### src/core/fcr_pkg.sv
// constants shared by both ends of the fieldbus command register link
package fcr_pkg;
    localparam int OUT_WORDS = 8;
    localparam int IN_WORDS = 48;
    localparam int ADDR_W = 7;
    localparam int DATA_W = 16;
    localparam int STATION_W = 7;

    // holding words, word addressing
    localparam logic [6:0] WORD_CMD = 7'h02;
    localparam logic [6:0] WORD_SET_POINT = 7'h03;
    localparam logic [6:0] WORD_OUT_SCALE = 7'h04;
    // same words, byte addressing of the cyclic bus
    localparam logic [6:0] BYTE_CMD = 7'h04;
    localparam logic [6:0] BYTE_SET_POINT = 7'h06;
    localparam logic [6:0] BYTE_OUT_SCALE = 7'h08;

    // command word fields
    localparam int CMD_SP_LOCAL_BIT = 1;
    localparam int CMD_ENABLE_BIT = 2;
    localparam int CMD_IL_LOCAL_BIT = 4;
    localparam logic [15:0] CMD_MASK = 16'h0016;

    // ranges and reset values
    localparam logic [15:0] SET_POINT_MAX = 16'h03ff;
    localparam logic [15:0] OUT_SCALE_MAX = 16'h00ff;
    localparam logic [15:0] HOLD_RESET = 16'h0000;

    // controller registers on apb, byte addresses
    localparam logic [7:0] APB_CTRL = 8'h00;
    localparam logic [7:0] APB_ADDR = 8'h04;
    localparam logic [7:0] APB_WDATA = 8'h08;
    localparam logic [7:0] APB_STATUS = 8'h0c;
    localparam logic [7:0] APB_RDATA = 8'h10;
    localparam logic [7:0] APB_STATION = 8'h14;
    localparam int CTRL_GO_BIT = 0;
    localparam int CTRL_WRITE_BIT = 1;
    localparam int CTRL_BYTE_BIT = 2;
    localparam int CTRL_INPUT_BIT = 3;
    localparam int STAT_BUSY_BIT = 0;
    localparam int STAT_DONE_BIT = 1;
    localparam int STAT_ERR_BIT = 2;

    // byte offset on the cyclic bus to word index
    function automatic logic [6:0] byte_to_word(input logic [6:0] byte_off);
        byte_to_word = {1'b0, byte_off[6:1]};
    endfunction : byte_to_word
endpackage : fcr_pkg
### src/core/fcr_link_if.sv
// link between the fieldbus master and the power controller register bank
`timescale 1ns/1ps
interface fcr_link_if;
    logic req;
    logic wr;
    logic byte_mode;
    logic in_space;
    logic [6:0] station;
    logic [6:0] addr;
    logic [15:0] wdata;
    logic ack;
    logic err;
    logic [15:0] rdata;

    modport master (
        output req, wr, byte_mode, in_space, station, addr, wdata,
        input ack, err, rdata
    );
    modport device (
        input req, wr, byte_mode, in_space, station, addr, wdata,
        output ack, err, rdata
    );
endinterface : fcr_link_if

### src/core/fcr_device.sv
// power controller end: holding register bank and output source selection
//
// The APB interface to the registers was chosen for this implementation.
`timescale 1ns/1ps
module fcr_device #(
    parameter int OUT_WORDS = fcr_pkg::OUT_WORDS,
    parameter int IN_WORDS = fcr_pkg::IN_WORDS
) (
    // clock and reset
    input wire logic i_clock,
    input wire logic i_rst_b,
    // configuration
    input wire logic [6:0] i_station_addr,
    input wire logic i_rw_access,
    input wire logic i_sp_by_di,
    input wire logic i_di_sp_local,
    input wire logic i_en_by_di,
    input wire logic i_di_enable,
    // live values returned in the input image
    input wire logic [IN_WORDS*16-1:0] i_in_image,
    // link
    fcr_link_if.device link,
    // held values
    output logic [15:0] o_cmd_word,
    output logic [15:0] o_set_point,
    output logic [15:0] o_out_scale,
    // resolved sources
    output logic o_sp_local,
    output logic o_il_local,
    output logic o_out_enable
);
    // word index is seven bits wide, and the command,
    // set point and scale words must sit inside the output image
    if (OUT_WORDS < 5 || OUT_WORDS > 64) begin : g_bad_out_words
        $error("fcr_device: OUT_WORDS must be 5 to 64");
    end
    if (IN_WORDS < 1 || IN_WORDS > 64) begin : g_bad_in_words
        $error("fcr_device: IN_WORDS must be 1 to 64");
    end

    logic [15:0] cmd_ff;
    logic [15:0] nxt_cmd;
    logic [15:0] sp_ff;
    logic [15:0] nxt_sp;
    logic [15:0] scale_ff;
    logic [15:0] nxt_scale;
    logic ack_ff;
    logic nxt_ack;
    logic err_ff;
    logic nxt_err;
    logic [15:0] rdata_ff;
    logic [15:0] nxt_rdata;
    logic sp_local_ff;
    logic nxt_sp_local;
    logic il_local_ff;
    logic nxt_il_local;
    logic enable_ff;
    logic nxt_enable;

    logic [6:0] word_idx;
    logic misaligned;
    logic take;

    // one answer per request; the master drops req after the ack
    always_comb begin
        take = link.req && !ack_ff;
        misaligned = link.byte_mode && link.addr[0];
        if (link.byte_mode) begin
            word_idx = fcr_pkg::byte_to_word(link.addr);
        end else begin
            word_idx = link.addr;
        end
    end

    always_comb begin
        nxt_cmd = cmd_ff;
        nxt_sp = sp_ff;
        nxt_scale = scale_ff;
        nxt_ack = take;
        nxt_err = 1'b0;
        nxt_rdata = rdata_ff;
        if (take) begin
            nxt_rdata = 16'h0000;
            if (link.station != i_station_addr || misaligned) begin
                // wrong station still answers so the master never hangs
                nxt_err = 1'b1;
            end else if (link.in_space) begin
                if (link.wr || int'(word_idx) >= IN_WORDS) begin
                    nxt_err = 1'b1;
                end else begin
                    nxt_rdata = i_in_image[int'(word_idx)*16 +: 16];
                end
            end else if (int'(word_idx) >= OUT_WORDS) begin
                nxt_err = 1'b1;
            end else if (!link.wr) begin
                case (word_idx)
                    fcr_pkg::WORD_CMD: begin
                        nxt_rdata = cmd_ff;
                    end
                    fcr_pkg::WORD_SET_POINT: begin
                        nxt_rdata = sp_ff;
                    end
                    fcr_pkg::WORD_OUT_SCALE: begin
                        nxt_rdata = scale_ff;
                    end
                    default: begin
                        nxt_rdata = 16'h0000;
                    end
                endcase
            end else if (!i_rw_access) begin
                nxt_err = 1'b1;
            end else begin
                case (word_idx)
                    fcr_pkg::WORD_CMD: begin
                        nxt_cmd = link.wdata & fcr_pkg::CMD_MASK;
                    end
                    fcr_pkg::WORD_SET_POINT: begin
                        if (link.wdata > fcr_pkg::SET_POINT_MAX) begin
                            nxt_err = 1'b1;
                        end else begin
                            nxt_sp = link.wdata;
                        end
                    end
                    fcr_pkg::WORD_OUT_SCALE: begin
                        if (link.wdata > fcr_pkg::OUT_SCALE_MAX) begin
                            nxt_err = 1'b1;
                        end else begin
                            nxt_scale = link.wdata;
                        end
                    end
                    default: begin
                        // spare words take writes silently
                        nxt_err = 1'b0;
                    end
                endcase
            end
        end
    end

    // once the port may write, the set point source follows the command word; the enable needs its command bit and, with i_en_by_di, i_di_enable too
    always_comb begin
        if (i_rw_access) begin
            nxt_sp_local = cmd_ff[fcr_pkg::CMD_SP_LOCAL_BIT];
            if (i_en_by_di) begin
                nxt_enable = i_di_enable && cmd_ff[fcr_pkg::CMD_ENABLE_BIT];
            end else begin
                nxt_enable = cmd_ff[fcr_pkg::CMD_ENABLE_BIT];
            end
        end else begin
            nxt_sp_local = i_sp_by_di ? i_di_sp_local : cmd_ff[fcr_pkg::CMD_SP_LOCAL_BIT];
            nxt_enable = i_en_by_di ? i_di_enable : cmd_ff[fcr_pkg::CMD_ENABLE_BIT];
        end
        nxt_il_local = cmd_ff[fcr_pkg::CMD_IL_LOCAL_BIT];
    end

    // reset clears the command word, leaving both sources on analog inputs
    always_ff @(posedge i_clock or negedge i_rst_b) begin
        if (!i_rst_b) begin
            cmd_ff <= fcr_pkg::HOLD_RESET;
            sp_ff <= fcr_pkg::HOLD_RESET;
            scale_ff <= fcr_pkg::HOLD_RESET;
            ack_ff <= 1'b0;
            err_ff <= 1'b0;
            rdata_ff <= 16'h0000;
            sp_local_ff <= 1'b0;
            il_local_ff <= 1'b0;
            enable_ff <= 1'b0;
        end else begin
            cmd_ff <= nxt_cmd;
            sp_ff <= nxt_sp;
            scale_ff <= nxt_scale;
            ack_ff <= nxt_ack;
            err_ff <= nxt_err;
            rdata_ff <= nxt_rdata;
            sp_local_ff <= nxt_sp_local;
            il_local_ff <= nxt_il_local;
            enable_ff <= nxt_enable;
        end
    end

    // only a plain word exchange is offered, no acyclic services
    assign link.ack = ack_ff;
    assign link.err = err_ff;
    assign link.rdata = rdata_ff;
    assign o_cmd_word = cmd_ff;
    assign o_set_point = sp_ff;
    assign o_out_scale = scale_ff;
    assign o_sp_local = sp_local_ff;
    assign o_il_local = il_local_ff;
    assign o_out_enable = enable_ff;
endmodule : fcr_device

### src/flat_wrapper.sv
// flat-port wrapper written by rule: the top's interface ports become plain ports
module fcr_device_flat 
#(
    parameter int OUT_WORDS = fcr_pkg::OUT_WORDS,
    parameter int IN_WORDS = fcr_pkg::IN_WORDS
)
  (i_clock, i_rst_b, i_station_addr, i_rw_access, i_sp_by_di, i_di_sp_local, i_en_by_di, i_di_enable, i_in_image, o_cmd_word, o_set_point, o_out_scale, o_sp_local, o_il_local, o_out_enable, link_req, link_wr, link_byte_mode, link_in_space, link_station, link_addr, link_wdata, link_ack, link_err, link_rdata);
  fcr_link_if link_i ();
  input wire logic i_clock;
  input wire logic i_rst_b;
  input wire logic [6:0] i_station_addr;
  input wire logic i_rw_access;
  input wire logic i_sp_by_di;
  input wire logic i_di_sp_local;
  input wire logic i_en_by_di;
  input wire logic i_di_enable;
  input wire logic [IN_WORDS*16-1:0] i_in_image;
  output logic [15:0] o_cmd_word;
  output logic [15:0] o_set_point;
  output logic [15:0] o_out_scale;
  output logic o_sp_local;
  output logic o_il_local;
  output logic o_out_enable;
  input wire logic [$bits(link_i.req)-1:0] link_req;
  input wire logic [$bits(link_i.wr)-1:0] link_wr;
  input wire logic [$bits(link_i.byte_mode)-1:0] link_byte_mode;
  input wire logic [$bits(link_i.in_space)-1:0] link_in_space;
  input wire logic [$bits(link_i.station)-1:0] link_station;
  input wire logic [$bits(link_i.addr)-1:0] link_addr;
  input wire logic [$bits(link_i.wdata)-1:0] link_wdata;
  output wire logic [$bits(link_i.ack)-1:0] link_ack;
  output wire logic [$bits(link_i.err)-1:0] link_err;
  output wire logic [$bits(link_i.rdata)-1:0] link_rdata;
  assign link_i.req = link_req;
  assign link_i.wr = link_wr;
  assign link_i.byte_mode = link_byte_mode;
  assign link_i.in_space = link_in_space;
  assign link_i.station = link_station;
  assign link_i.addr = link_addr;
  assign link_i.wdata = link_wdata;
  assign link_ack = link_i.ack;
  assign link_err = link_i.err;
  assign link_rdata = link_i.rdata;
  fcr_device #(.OUT_WORDS(OUT_WORDS), .IN_WORDS(IN_WORDS)) u_core (.i_clock(i_clock), .i_rst_b(i_rst_b), .i_station_addr(i_station_addr), .i_rw_access(i_rw_access), .i_sp_by_di(i_sp_by_di), .i_di_sp_local(i_di_sp_local), .i_en_by_di(i_en_by_di), .i_di_enable(i_di_enable), .i_in_image(i_in_image), .link(link_i), .o_cmd_word(o_cmd_word), .o_set_point(o_set_point), .o_out_scale(o_out_scale), .o_sp_local(o_sp_local), .o_il_local(o_il_local), .o_out_enable(o_out_enable));
endmodule
### config.mk
export PLATFORM = sky130hd
export DESIGN_NAME = fcr_device_flat
export DESIGN_NICKNAME = d
export VERILOG_FILES = /design/src/core/fcr_pkg.sv /design/src/core/fcr_link_if.sv /design/src/core/fcr_device.sv /design/src/flat_wrapper.sv
export SDC_FILE = /design/constraint.sdc
export NUM_CORES = 1
export LEC_CHECK = 0
export ABC_AREA = 1
export BUFFER_PORTS_ARGS = -buffer_cell sky130_fd_sc_hd__buf_2
export CAP_MARGIN = 15
export CORE_AREA = 3 3 343 345
export CTS_CLUSTER_SIZE = 8
export DETAILED_ROUTE_END_ITERATION = 16
export DIE_AREA = 0 0 346 348
export GPL_TIMING_DRIVEN = 1
export PLACE_DENSITY_LB_ADDON = 0.05
export SLEW_MARGIN = 10
export SYNTH_ARGS = -nofsm -noshare
export SYNTH_HDL_FRONTEND = slang
export SYNTH_SLANG_ARGS = --single-unit
### constraint.sdc
create_clock -name i_clock -period 2 [get_ports i_clock]
set_input_delay 0.2 -clock i_clock [delete_from_list [all_inputs] [get_ports i_clock]]
set_output_delay 0.2 -clock i_clock [all_outputs]
set_load 0.1 [all_outputs]
# ---- Word level (Yosys, flattened, before mapping)
# Cells that the tools add are included.
dict set report word_totals {
  register_bits 56
  latch_bits 0
  mem_bits_rw 0
  mem_bits_ro 0
  in_bits 816
  output_inout_bits 69
  elab_cells 54
  mem_count 0
}
dict set report classes {
  add_sub_neg 0
  mul 0
  div_mod_pow 0
  order_cmp 4
  n_eq_ne 4
  shifts 1
  mux 22
  n_bitwise 5
  n_reduce_logical 9
}
# operator n
set ops {}
lappend ops {{indexed part select 768 x 12 -> 16 bit} 1}
lappend ops {{2-to-1 mux 16 bit} 5}
lappend ops {{case mux 16 bit (3 select lines)} 1}
lappend ops {{> comparator 16 x 10 -> 1 bit, second input constant} 1}
lappend ops {{> comparator 16 x 8 -> 1 bit, second input constant} 1}
lappend ops {{AND reduction 8 bit} 2}
lappend ops {{equality test 7 x 2 -> 1 bit, second input constant} 2}
lappend ops {{2-to-1 mux 1 bit} 14}
lappend ops {{equality test 7 x 3 -> 1 bit, second input constant} 1}
lappend ops {{greater-or-equal comparator 7 x 4 -> 1 bit, second input constant} 1}
lappend ops {{greater-or-equal comparator 7 x 6 -> 1 bit, second input constant} 1}
lappend ops {{2-to-1 mux 7 bit} 1}
lappend ops {{!= test 7 bit} 1}
lappend ops {{AND reduction 7 bit} 1}
lappend ops {{inverter 1 bit} 5}
lappend ops {{logical AND 1 bit} 3}
lappend ops {{logical OR 1 bit} 2}
lappend ops {{case mux 1 bit (2 select lines)} 1}
lappend ops {{zero test 1 bit} 1}

# ---- Longest topological paths before layout
# Gate-level depths: netlist of the first run.
dict set report logic_depth {
  ltp_word 9
  ltp_mapped 17
}

# ---- Worst setup path before layout of the first run
# No wires, ideal clock.
dict set report synth_timing {
  path_kind {reg2reg}
  from {reg u_core.ack_ff, in the netlist u_core.link.ack}
  to {reg u_core.sp_ff[0], in the netlist u_core.o_set_point[0]}
  arrival_time_ns 2.133
  required_time_ns 1.876
  setup_slack_ns -0.257
  stages_incl_launch_ff 9
  period_less_slack_ns 2.257
  path_cell_list {dfrtp_1 > nor2_1 > inv_1 > clkbuf_1 > nor2_1 > nand3_2 > inv_2 > buf_2 > a21oi_1}
}
dict set report synth_between {
  elab_chain_cells 3
}
# element line
set synth_lines {}
lappend synth_lines {{from (decl)} fcr_device.sv:47} ;# logic ack_ff;
lappend synth_lines {{from (signal assigned)} fcr_device.sv:172} ;# ack_ff <= nxt_ack;
lappend synth_lines {{zero test 1 bit} fcr_device.sv:66} ;# take = link.req && !ack_ff;
lappend synth_lines {{logical AND 1 bit} fcr_device.sv:66}
lappend synth_lines {{via u_core.nxt_ack} fcr_device.sv:48} ;# logic nxt_ack;
lappend synth_lines {{AND reduction 8 bit (no line)} n/a}
lappend synth_lines {{to (signal assigned)} fcr_device.sv:160} ;# sp_ff <= fcr_pkg::HOLD_RESET;
lappend synth_lines {{to (signal assigned)} fcr_device.sv:170} ;# sp_ff <= nxt_sp;
lappend synth_lines {{to (decl)} fcr_device.sv:43} ;# logic [15:0] sp_ff;
# The timed path passes the listed nets, and every way through them passes these cells.
# A chain may end at the register's enable or synchronous reset.

# ---- Final worst setup path of the first run
dict set report layout_timing {
  from {in link_byte_mode}
  to {reg u_core.rdata_ff[14], in the netlist u_core.link.rdata[14]}
}
dict set report layout_between {
  elab_chain_cells 7
  word_cells_on_any_way 16
  cone_classes {order compare: 2; eq/ne: 3; shift: 1; mux: 7; reduce/logical: 3}
}
# element line
set layout_lines {}
lappend layout_lines {{from (decl)} flat_wrapper.sv:26} ;# input wire logic [$bits(link_i.byte_mode)-1:0] link_byte_mode;
lappend layout_lines {{branches (longest 6 deep; another with indexed part select 768 x 12 -> 16 bit)} n/a}
lappend layout_lines {{2-to-1 mux 16 bit (*)} fcr_device.sv:84} ;# if (link.station != i_station_addr || misaligned) begin
lappend layout_lines {{to (signal assigned)} fcr_device.sv:174} ;# rdata_ff <= nxt_rdata;
lappend layout_lines {{to (decl)} fcr_device.sv:51} ;# logic [15:0] rdata_ff;
# Mark *: on every way between the ends.

==> impl_metrics.ini, run 1 <==
[cts]
ctsLongestPathBuffers = 2
numClockSinks = 56
cts_buffers = 5
cts_tree = built
ctsHtreeMaxLevel = 2
clk_latency_ns = 0.33
worst_setup_hold_path_clk_slew_ns = 0.09
cts-root-buf = clkbuf_16

[setup_path]
crit_path_start_kind = input pin
path_delay_family = simple AND/OR/NAND/NOR gates
cp_cell_sequence = buf_12 > buf_12 > nand2_2 > nand2_4 > buf_12 > clkbuf_16 > buf_4 > nand2_1 > nand2_1 > nand2_1 > nand3_1 > nand3_1 > nand2_1 > nand2_1 > nand2_1 > o21bai_1 > nand2_1 > nand2_1
crit_buf_inv = 5
cp.arrival_ns = 2.21
critical_path.slowest_cell = nand3_1
slowest_delay_ns = 0.23
path_class = in2reg
end_kind = flip-flop
cp_common_cell = nand2_1
cp.required_ns = 2.28
crit_fanout = 6

[sta]
period_share_pct = 96.47
rsz0062_at_grt = yes
max_slew_margin_pct = 56.89
hold_ws_ns = 0.06675
clock_skew_ns = 0.007066
final-hold-violation-count = 0
timing.fmax_ghz = 0.5183
layout_min_cycle_time_ns = 1.929
setup_ws_ns = 0.07066
setup-tns-final_ns = 0
setup_viol = 0
drv_slew = 0
tightest_slew_ns = 0.6511

[logic_synthesis]
synth_cell_types = 34
avgSynthCellArea_um2 = 4.695
postSynthCellCount = 2753
ys.warnings.count = 0
synth.yosys.seq_area_share_pct = 10.84
syn_area_mm2 = 0.01293
ys_seq_elements = 56

[global_routing]
grt_pass1_vias = 21540
grt_max_degree = 49
antenna_found_initial = 54
grt_overflow = 0
gr-usage-all-layers_pct = 20.20
grt_pass1_wl_um = 171100

[placement]
place_inst = 5203
post-place-ws_ns = -0.8199
numPortBuffers = 871
dpl-instance-area_mm2 = 0.02115
hpwl_um = 107800
gp_congestion = 0.8303

[finish]
final-instance-count-excl-fill = 5287
final_net_count = 4565
syn2layout_area_growth_pct = 77.96
final_common_cell = nand2_1
layout_common_cells = nand2_1, buf_2, nand3_1
drive_gt1_share_pct = 35.31
final_area_mm2 = 0.02300
fin_util_pct = 20.09

[min_path]
hp-class = in2reg

[power_and_ir_drop]
power.switching_mw = 4.037
pwr_density_cell_mw_per_mm2 = 356.5
p_int_mw = 4.164
p_leak_nw = 13.63
p_sw_share_pct = 49.22
seqPwrFrac_pct = 13.9
irDropWorstVdd_mv = 0.3047
p_clk_share_pct = 14.0
power.total_mw = 8.201
combPwrFrac_pct = 72.1

[detailed_routing]
drt-wirelength-per-cell_um = 24.82
drtIter0Drc = 1218
ant_nets = 0
firstDrtPassIters = 5
drcViolationCount = 0
wl_um = 131200
avgViaCountPerCell = 3.934
vias = 20800

[floorplanning]
pin_count = 885
design.core.area_mm2 = 0.1145
die_w_um = 346
die-area_mm2 = 0.1204
initial_utilization_pct = 11.29
fp.dieH_um = 348
row_count = 124

[status]
status = finished clean

[run]
drv_cap = 0
-- logic make-up after synthesis --
family          after synthesis  share of synthesized area, %
compound gates               94                         4.075
xor+xnor                      4                        0.2711
simple gates               2000                         66.10
flops                        56                         10.84
buf+inv                     598                         18.68
other cells                   1                       0.02901
-- state kept, by name, summed over array words and instances, names as in the netlist --
signal and cells:
u_core.o_set_point 16, u_core.o_out_enable 1, u_core.o_il_local 1, u_core.link.err 1, u_core.link.ack 1, u_core.o_out_scale 16
u_core.o_cmd_word 3, u_core.link.rdata 16, u_core.o_sp_local 1
-- final cells by class --
class / instances / area (um2)
clock buffers: 6 / 128.9
well taps: 1512 / 1892
fillers: 13780 / 91500
clock inverters: 2 / 38.79
flip-flops and latches: 56 / 1403
multi-input cells: 2112 / 9718
inverters: 390 / 1486
repair buffers: 1184 / 8274
diodes: 25 / 62.56
-- final timing paths --
check,endpoint,from,cells past startpoint,slack [ns]
min,u_core.o_out_enable,i_en_by_di,2,0.07
min reg2reg,u_core.link.ack,u_core.link.ack,1,0.50
max in group asynchronous,u_core.link.rdata[5],i_rst_b,3,1.10
max reg2reg,u_core.o_out_scale[1],u_core.link.ack,7,0.36
max,u_core.link.rdata[14],link_byte_mode,18,0.07
min in group asynchronous,u_core.o_il_local,i_rst_b,2,0.28
-- routing by layer --
metal  routed length, um  share of wire (%)  global-route usage (%)  up-vias
li1                    -                  -                       -    10460
met1               56130                 43                   24.62     9590
met2               66900                 51                   36.97      639
met3                6134                4.7                   3.733      100
met4                1992                1.5                   3.970       12
met5                  78              0.059                       0        -
-- synthesized netlist by cell type (all sizes together) --
master / instances / area (um2)
nand3b: 64 / 480.5
clkinv: 1 / 3.750
nor3: 5 / 35.03
nor4: 1 / 12.51
nor2: 69 / 271.5
conb: 1 / 3.750
o221ai: 1 / 8.760
xnor2: 2 / 17.52
a211oi: 1 / 7.510
or2: 2 / 12.51
dfrtp: 56 / 1401
nand4: 5 / 37.53
inv: 389 / 1460
nand3: 564 / 2833
xor2: 2 / 17.52
o21ai: 35 / 182.7
o21bai: 17 / 127.6
a21oi: 40 / 200.2
nand2: 1290 / 4862
buf: 119 / 616.8
clkbuf: 89 / 334.1
-- power groups by stage --
| stage | registers (mW) | clock network (mW) | logic, mW |
|---|---|---|---|
| 2_1_floorplan | 1.20 | 0 | 2.31 |
| 3_3_place_gp | 1.16 | 0 | 5.47 |
| 3_5_place_dp | 1.16 | 0 | 5.42 |
| 4_1_cts | 1.14 | 1.23 | 5.75 |
| 5_1_grt | 1.14 | 1.24 | 6.50 |
| 6_report | 1.14 | 1.15 | 5.91 |
-- repair_timing --
action / in CTS / in global routing
hold buffers: 1 / 0
cloned: 11 / 10
pin swaps: 5 / 21
gates resized for setup: 70 / 123
hold endpoints to repair: 10 / 0
setup buffers: 12 / 19
setup endpoints to repair: 16 / 21
(Power assumes the default switching activity.)
==> run 2: changes to the inputs <==
ABC_AREA = unset   (was 1)
BUFFER_PORTS_ARGS = -buffer_cell sky130_fd_sc_hd__clkbuf_2   (was -buffer_cell sky130_fd_sc_hd__buf_2)
CORE_AREA = 3 3 344 346   (was 3 3 343 345)
DIE_AREA = 0 0 347 349   (was 0 0 346 348)
SLEW_MARGIN = unset   (was 10)
==> run 2 against run 1 <==
Against the previous run:
- the run now ends with setup timing left
- worst setup slack got worse by 0.29 ns
- synthesized area up 18%
- critical path depth decreased by 10
- die area grew 0.58%
- sequential power hardly changed
- non-clock buffer count rose by 203
- largest power group unchanged
- highest routed layer unchanged
==> impl_metrics.ini, run 2 <==
[placement]
hpwl_um = 119900
dpl-instance-area_mm2 = 0.02520
numPortBuffers = 871
gp_congestion = 0.8407

[floorplanning]
die_w_um = 347
pin_count = 885
fp.dieH_um = 349
design.core.area_mm2 = 0.1157
row_count = 125
die-area_mm2 = 0.1211
initial_utilization_pct = 13.20

[power_and_ir_drop]
irDropWorstVdd_mv = 0.2980
p_leak_nw = 12.13
power.total_mw = 8.380
pwr_density_cell_mw_per_mm2 = 305.4

[logic_synthesis]
synth_top_flop_cell = dfrtp_1
avgSynthCellArea_um2 = 9.708
synth_edf_count = 0
async_reset_ff_share_pct = 100.0
syn_area_mm2 = 0.01528
synth_cell_types = 78
ys_top_cells_by_area = mux4_2, dfrtp_1, mux2_2
synth_top_area_cell = mux4_2
ys_seq_elements = 56
ys.warnings.count = 0
synth.yosys.seq_area_share_pct = 9.171
synth_commonest_cells = mux4_2, mux2i_1, mux2_2, nand2_1, clkbuf_1
postSynthCellCount = 1574
synth_top_area_share_pct = 30.80
synth.most_common_cell = mux4_2

[setup_path]
cp.required_ns = 2.18
crit_fanout = 7
cp.arrival_ns = 2.40
end_kind = flip-flop
crit_path_start_kind = input pin
path_class = in2reg

[sta]
layout_min_cycle_time_ns = 2.217
max_slew_margin_pct = 41.27
tightest_slew_ns = 0.8700
timing.fmax_ghz = 0.4511
drv_slew = 0
final-hold-violation-count = 0
setup_viol = 43
setup_ws_ns = -0.2168
setup-tns-final_ns = -3.424
clock_skew_ns = 0.01298
hold_ws_ns = 0.07507
rsz0062_at_grt = yes
period_share_pct = 110.8

[detailed_routing]
firstDrtPassIters = 5
avgViaCountPerCell = 4.677
wl_um = 140600
drt-wirelength-per-cell_um = 32.49
ant_nets = 0
vias = 20240
drcViolationCount = 0
drtIter0Drc = 1089

[status]
status = finished with violations
violations = setup timing

[cts]
cts-root-buf = clkbuf_16
clk_latency_ns = 0.32
cts_buffers = 5
worst_setup_hold_path_clk_slew_ns = 0.09
numClockSinks = 56
ctsLongestPathBuffers = 2
ctsHtreeMaxLevel = 2
cts_tree = built

[global_routing]
gr-usage-all-layers_pct = 22.13
grt_pass1_vias = 22090
antenna_found_initial = 43
grt_overflow = 0
grt_pass1_wl_um = 186600
grt_max_degree = 36

[run]
drv_cap = 0

[finish]
final_area_mm2 = 0.02744
syn2layout_area_growth_pct = 79.55
layout_common_cells = clkbuf_2, buf_4, mux4_2
drive_gt1_share_pct = 68.45
final_net_count = 3598
final_common_cell = clkbuf_2
n_fill_cell = 12820

[min_path]
hp-class = in2reg
==> run 2: cell count changes in the layout (fill, tap and decap cells not counted), moves of 61 or more <==
cell / before / now
nand2_1: 1257 / 116
buf_2: 869 / 0
clkbuf_2: 0 / 864
nand3_1: 523 / 27
inv_1: 375 / 13
mux4_2: 0 / 209
buf_4: 194 / 389
mux2i_1: 0 / 128
mux2_2: 0 / 107
o221ai_1: 1 / 62
==> run 2: final cells by class <==
type	count	area (um2)	area share, %
timing repair buffer	1387	9754	35.55
multi-input combinational	1314	14100	51.39
inverter	18	75.07	0.2736
antenna	20	50.05	0.1824
clock inverter	3	21.27	0.07753
tap	1524	1907	6.950
clock buffer	5	125.1	0.4560
sequential	56	1405	5.121
==> run 2: kinds of logic (layout without fill, tap and decap cells) <==
| family | count (synthesis) | count (layout) | share of synthesized area [%] |
|---|---|---|---|
| other | 1 | 33 | 0.02454 |
| AO/OA/AOI/OAI | 500 | 500 | 24.13 |
| flip-flops | 56 | 56 | 9.171 |
| multiplexers | 470 | 470 | 48.98 |
| XOR/XNOR | 7 | 7 | 0.4012 |
| AND/OR/NAND/NOR | 324 | 324 | 10.62 |
| buffers and inverters | 216 | 1413 | 6.673 |
==> run 2: power breakdown <==
group	internal (mW)	switching (mW)
Combinational	3.05	3.18
Clock	0.472	0.532
Sequential	1.14	0.00216
==> run 2: worst max-delay path, stage by stage <==
cell and delay (ns):
buf_16 0.12, buf_16 0.15, buf_12 0.11, buf_8 0.08, mux4_2 0.55, a221o_1 0.41, o211ai_1 0.62, o21ai_1 0.14
==> run 2: layer usage <==
metal	vias up	GRT usage, %	part of all wire (%)
li1	9004	-	-
met1	10300	26.70	41
met2	797	40.17	51
met3	110	4.894	6.0
met4	32	4.379	1.9
met5	-	0	0.15
==> run 2: timing repair <==
action	CTS	global route
gates resized for setup	161	115
pin swaps	31	51
cloned	4	2
endpoints found under the hold margin	33	0
buffers inserted	33	48
setup endpoints to repair	50	50
hold buffers	1	0
==> run 2: metrics by stage <==
step | setup WS (ns) | cells | utilization, %
6_report | -0.2168 | 4327 | 23.71
5_1_grt | -0.2471 | 4321 | 23.69
4_1_cts | -0.2657 | 4266 | 22.86
3_5_place_dp | -1.100 | 4225 | 21.77
3_3_place_gp | -1.127 | 4224 | 21.77
2_1_floorplan | -0.4803 | 1586 | -
==> run 2: path summary, 6_finish.rpt <==
check                                      from               endpoint  slack [ns]  cells after the start
max                                link_addr[1]  u_core.link.rdata[12]       -0.22                      8
min                                  i_en_by_di    u_core.o_out_enable        0.08                      2
max reg2reg                     u_core.link.ack  u_core.o_out_scale[6]       -0.15                      7
min reg2reg                u_core.o_cmd_word[4]      u_core.o_il_local        0.51                      0
max in group asynchronous               i_rst_b  u_core.o_out_scale[0]        0.99                      3
min in group asynchronous               i_rst_b  u_core.o_set_point[2]        0.42                      2
==> run 3: changes to the inputs <==
CORE_AREA = 3 3 343 345   (was 3 3 344 346)
DIE_AREA = 0 0 346 348   (was 0 0 347 349)
clock period = 2.7 ns   (was 2 ns; I/O delays follow)
==> run 3 against run 2 <==
Against the previous run:
- the run now ends clean
- flip-flop and latch count is the same
- non-clock buffer count down 254
- first-iteration DRC count rose by 10%
- sequential power down 26%
- global-route usage shrank 0.14 points
- clock power down 26%
- sequential share of layout area increased by 0.82 points
- critical path depth grew 2
- utilization shrank 3.1 points
==> impl_metrics.ini, run 3 (synthesis results as in run 2) <==
[status]
status = finished clean

[floorplanning]
row_count = 124
pin_count = 885
die_w_um = 346
design.core.area_mm2 = 0.1145
fp.dieH_um = 348
initial_utilization_pct = 13.35
die-area_mm2 = 0.1204

[setup_path]
slowest_delay_ns = 0.63
reg2reg_from = u_core.link.ack
reg2reg_depth = 7
reg2reg_to = u_core.o_out_scale[7]
crit_path_start_kind = input pin
end_kind = flip-flop
critical_path.slowest_cell = o211ai_1
cp.arrival_ns = 2.84
path_delay_family = compound AO/OA/AOI/OAI gates
cp_common_cell = buf_4
cp_cell_sequence = buf_8 > buf_12 > and2_0 > buf_4 > a21oi_1 > o221ai_1 > o211ai_1 > nand4_1 > buf_4 > o21ai_0
r2r_slack_ns = 0.52
crit_fanout = 24
cp.required_ns = 2.95
path_class = in2reg
crit_buf_inv = 4

[detailed_routing]
vias = 19300
drt-wirelength-per-cell_um = 33.99
wl_um = 138300
ant_nets = 0
avgViaCountPerCell = 4.745
drtIter0Drc = 1200
drcViolationCount = 0
firstDrtPassIters = 5

[sta]
max_slew_margin_pct = 26.73
final-hold-violation-count = 0
drv_slew = 0
layout_min_cycle_time_ns = 2.589
tightest_slew_ns = 1.096
setup_viol = 0
period_share_pct = 95.90
clock_skew_ns = 0.01831
setup-tns-final_ns = 0
timing.fmax_ghz = 0.3862
rsz0062_at_grt = no
hold_ws_ns = 0.1432

[finish]
multi_input_area_mm2 = 0.01307
final_area_mm2 = 0.02360
final_common_cell = clkbuf_2
n_fill_cell = 12900
layout_common_cells = clkbuf_2, buf_4, mux4_2
ff_latch_area_mm2 = 0.001403
final_net_count = 3344
syn2layout_area_growth_pct = 54.46
drive_gt1_share_pct = 60.34
fin_util_pct = 20.61

[global_routing]
antenna_found_initial = 62
gr-usage-all-layers_pct = 21.98
grt_pass1_vias = 21230
grt_max_degree = 47
grt_pass1_wl_um = 183800
grt_overflow = 0

[placement]
dpl-instance-area_mm2 = 0.02337
numPortBuffers = 871
hpwl_um = 119800
gp_congestion = 0.8371

[power_and_ir_drop]
p_leak_nw = 10.35
pwr_density_cell_mw_per_mm2 = 232.4
power.total_mw = 5.486
irDropWorstVdd_mv = 0.2551

[cts]
numClockSinks = 56
clk_latency_ns = 0.32
worst_setup_hold_path_clk_slew_ns = 0.09
cts_buffers = 5
post_cts_buffers = 0
ctsLongestPathBuffers = 2
cts-root-buf = clkbuf_16
ctsHtreeMaxLevel = 2
cts_tree = built

[min_path]
hp-class = in2reg
whs_path_depth = 2
hold_end = u_core.o_out_enable
min_from = i_en_by_di

[run]
drv_cap = 0
## run 3: layout make-up
cell class	instances	area share (%)
Tap cell	1512	8.015
Multi-Input combinational cell	1314	55.39
Timing Repair Buffer	1133	29.46
Antenna cell	27	0.2863
Inverter	18	0.2969
Clock buffer	6	0.5460
Sequential cell	56	5.943
Clock inverter	2	0.06891
## run 3: through the flow
| step | setup WS (ns) | instances |
|---|---|---|
| 4_1_cts | 0.08287 | 4041 |
| 3_3_place_gp | -0.6363 | 4031 |
| 5_1_grt | 0.01786 | 4059 |
| 3_5_place_dp | -0.5335 | 4032 |
| 6_report | 0.1106 | 4068 |
| 2_1_floorplan | 0.08418 | 1586 |
## run 3: what timing repair did
| action | 4_1_cts | 5_1_grt |
|---|---|---|
| gates resized for setup | 1 | 0 |
| hold buffers | 1 | 0 |
| hold endpoints to repair | 20 | 0 |
| endpoints found under the setup margin | 1 | 0 |
## run 3: worst max path at each step
| stage | start | to | slack [ns] | cells past startpoint |
|---|---|---|---|---|
| final | link_addr[1] | u_core.link.rdata[14] | 0.11 | 10 |
| after global routing | link_addr[1] | u_core.link.rdata[14] | 0.02 | 13 |
| after CTS | link_addr[2] | u_core.link.rdata[6] | 0.08 | 9 |
| after detailed placement | link_addr[2] | u_core.link.rdata[4] | -0.53 | 8 |
| after global placement | link_addr[1] | u_core.link.rdata[14] | -0.64 | 12 |
| after floorplan | u_core.link.ack | u_core.o_out_scale[6] | 0.08 | 9 |
## run 3: where the power goes
group          internal [mW]  switching (mW)  total (mW)
Clock                  0.350           0.394       0.745
Combinational           1.78            2.11        3.90
Sequential             0.842         0.00198       0.844
Total                   2.98            2.51        5.49
## run 3: worst reg2reg max path, cell delays in order (launching register included)
cell      delay (ns)
dfrtp_2         0.41
nand2b_1        0.19
inv_2           0.12
nand3_1         0.08
or4_4           0.42
or3_1           0.36
buf_12          0.18
mux2_4          0.30
## run 3: metal layers
metal  vias up  part of all wire (%)  GRT usage (%)
met5         -                  0.16              0
met4        32                   2.5          5.963
met3       119                   6.5          4.905
met2       815                    50          39.19
met1      9835                    41          26.55
li1       8503                     -              -
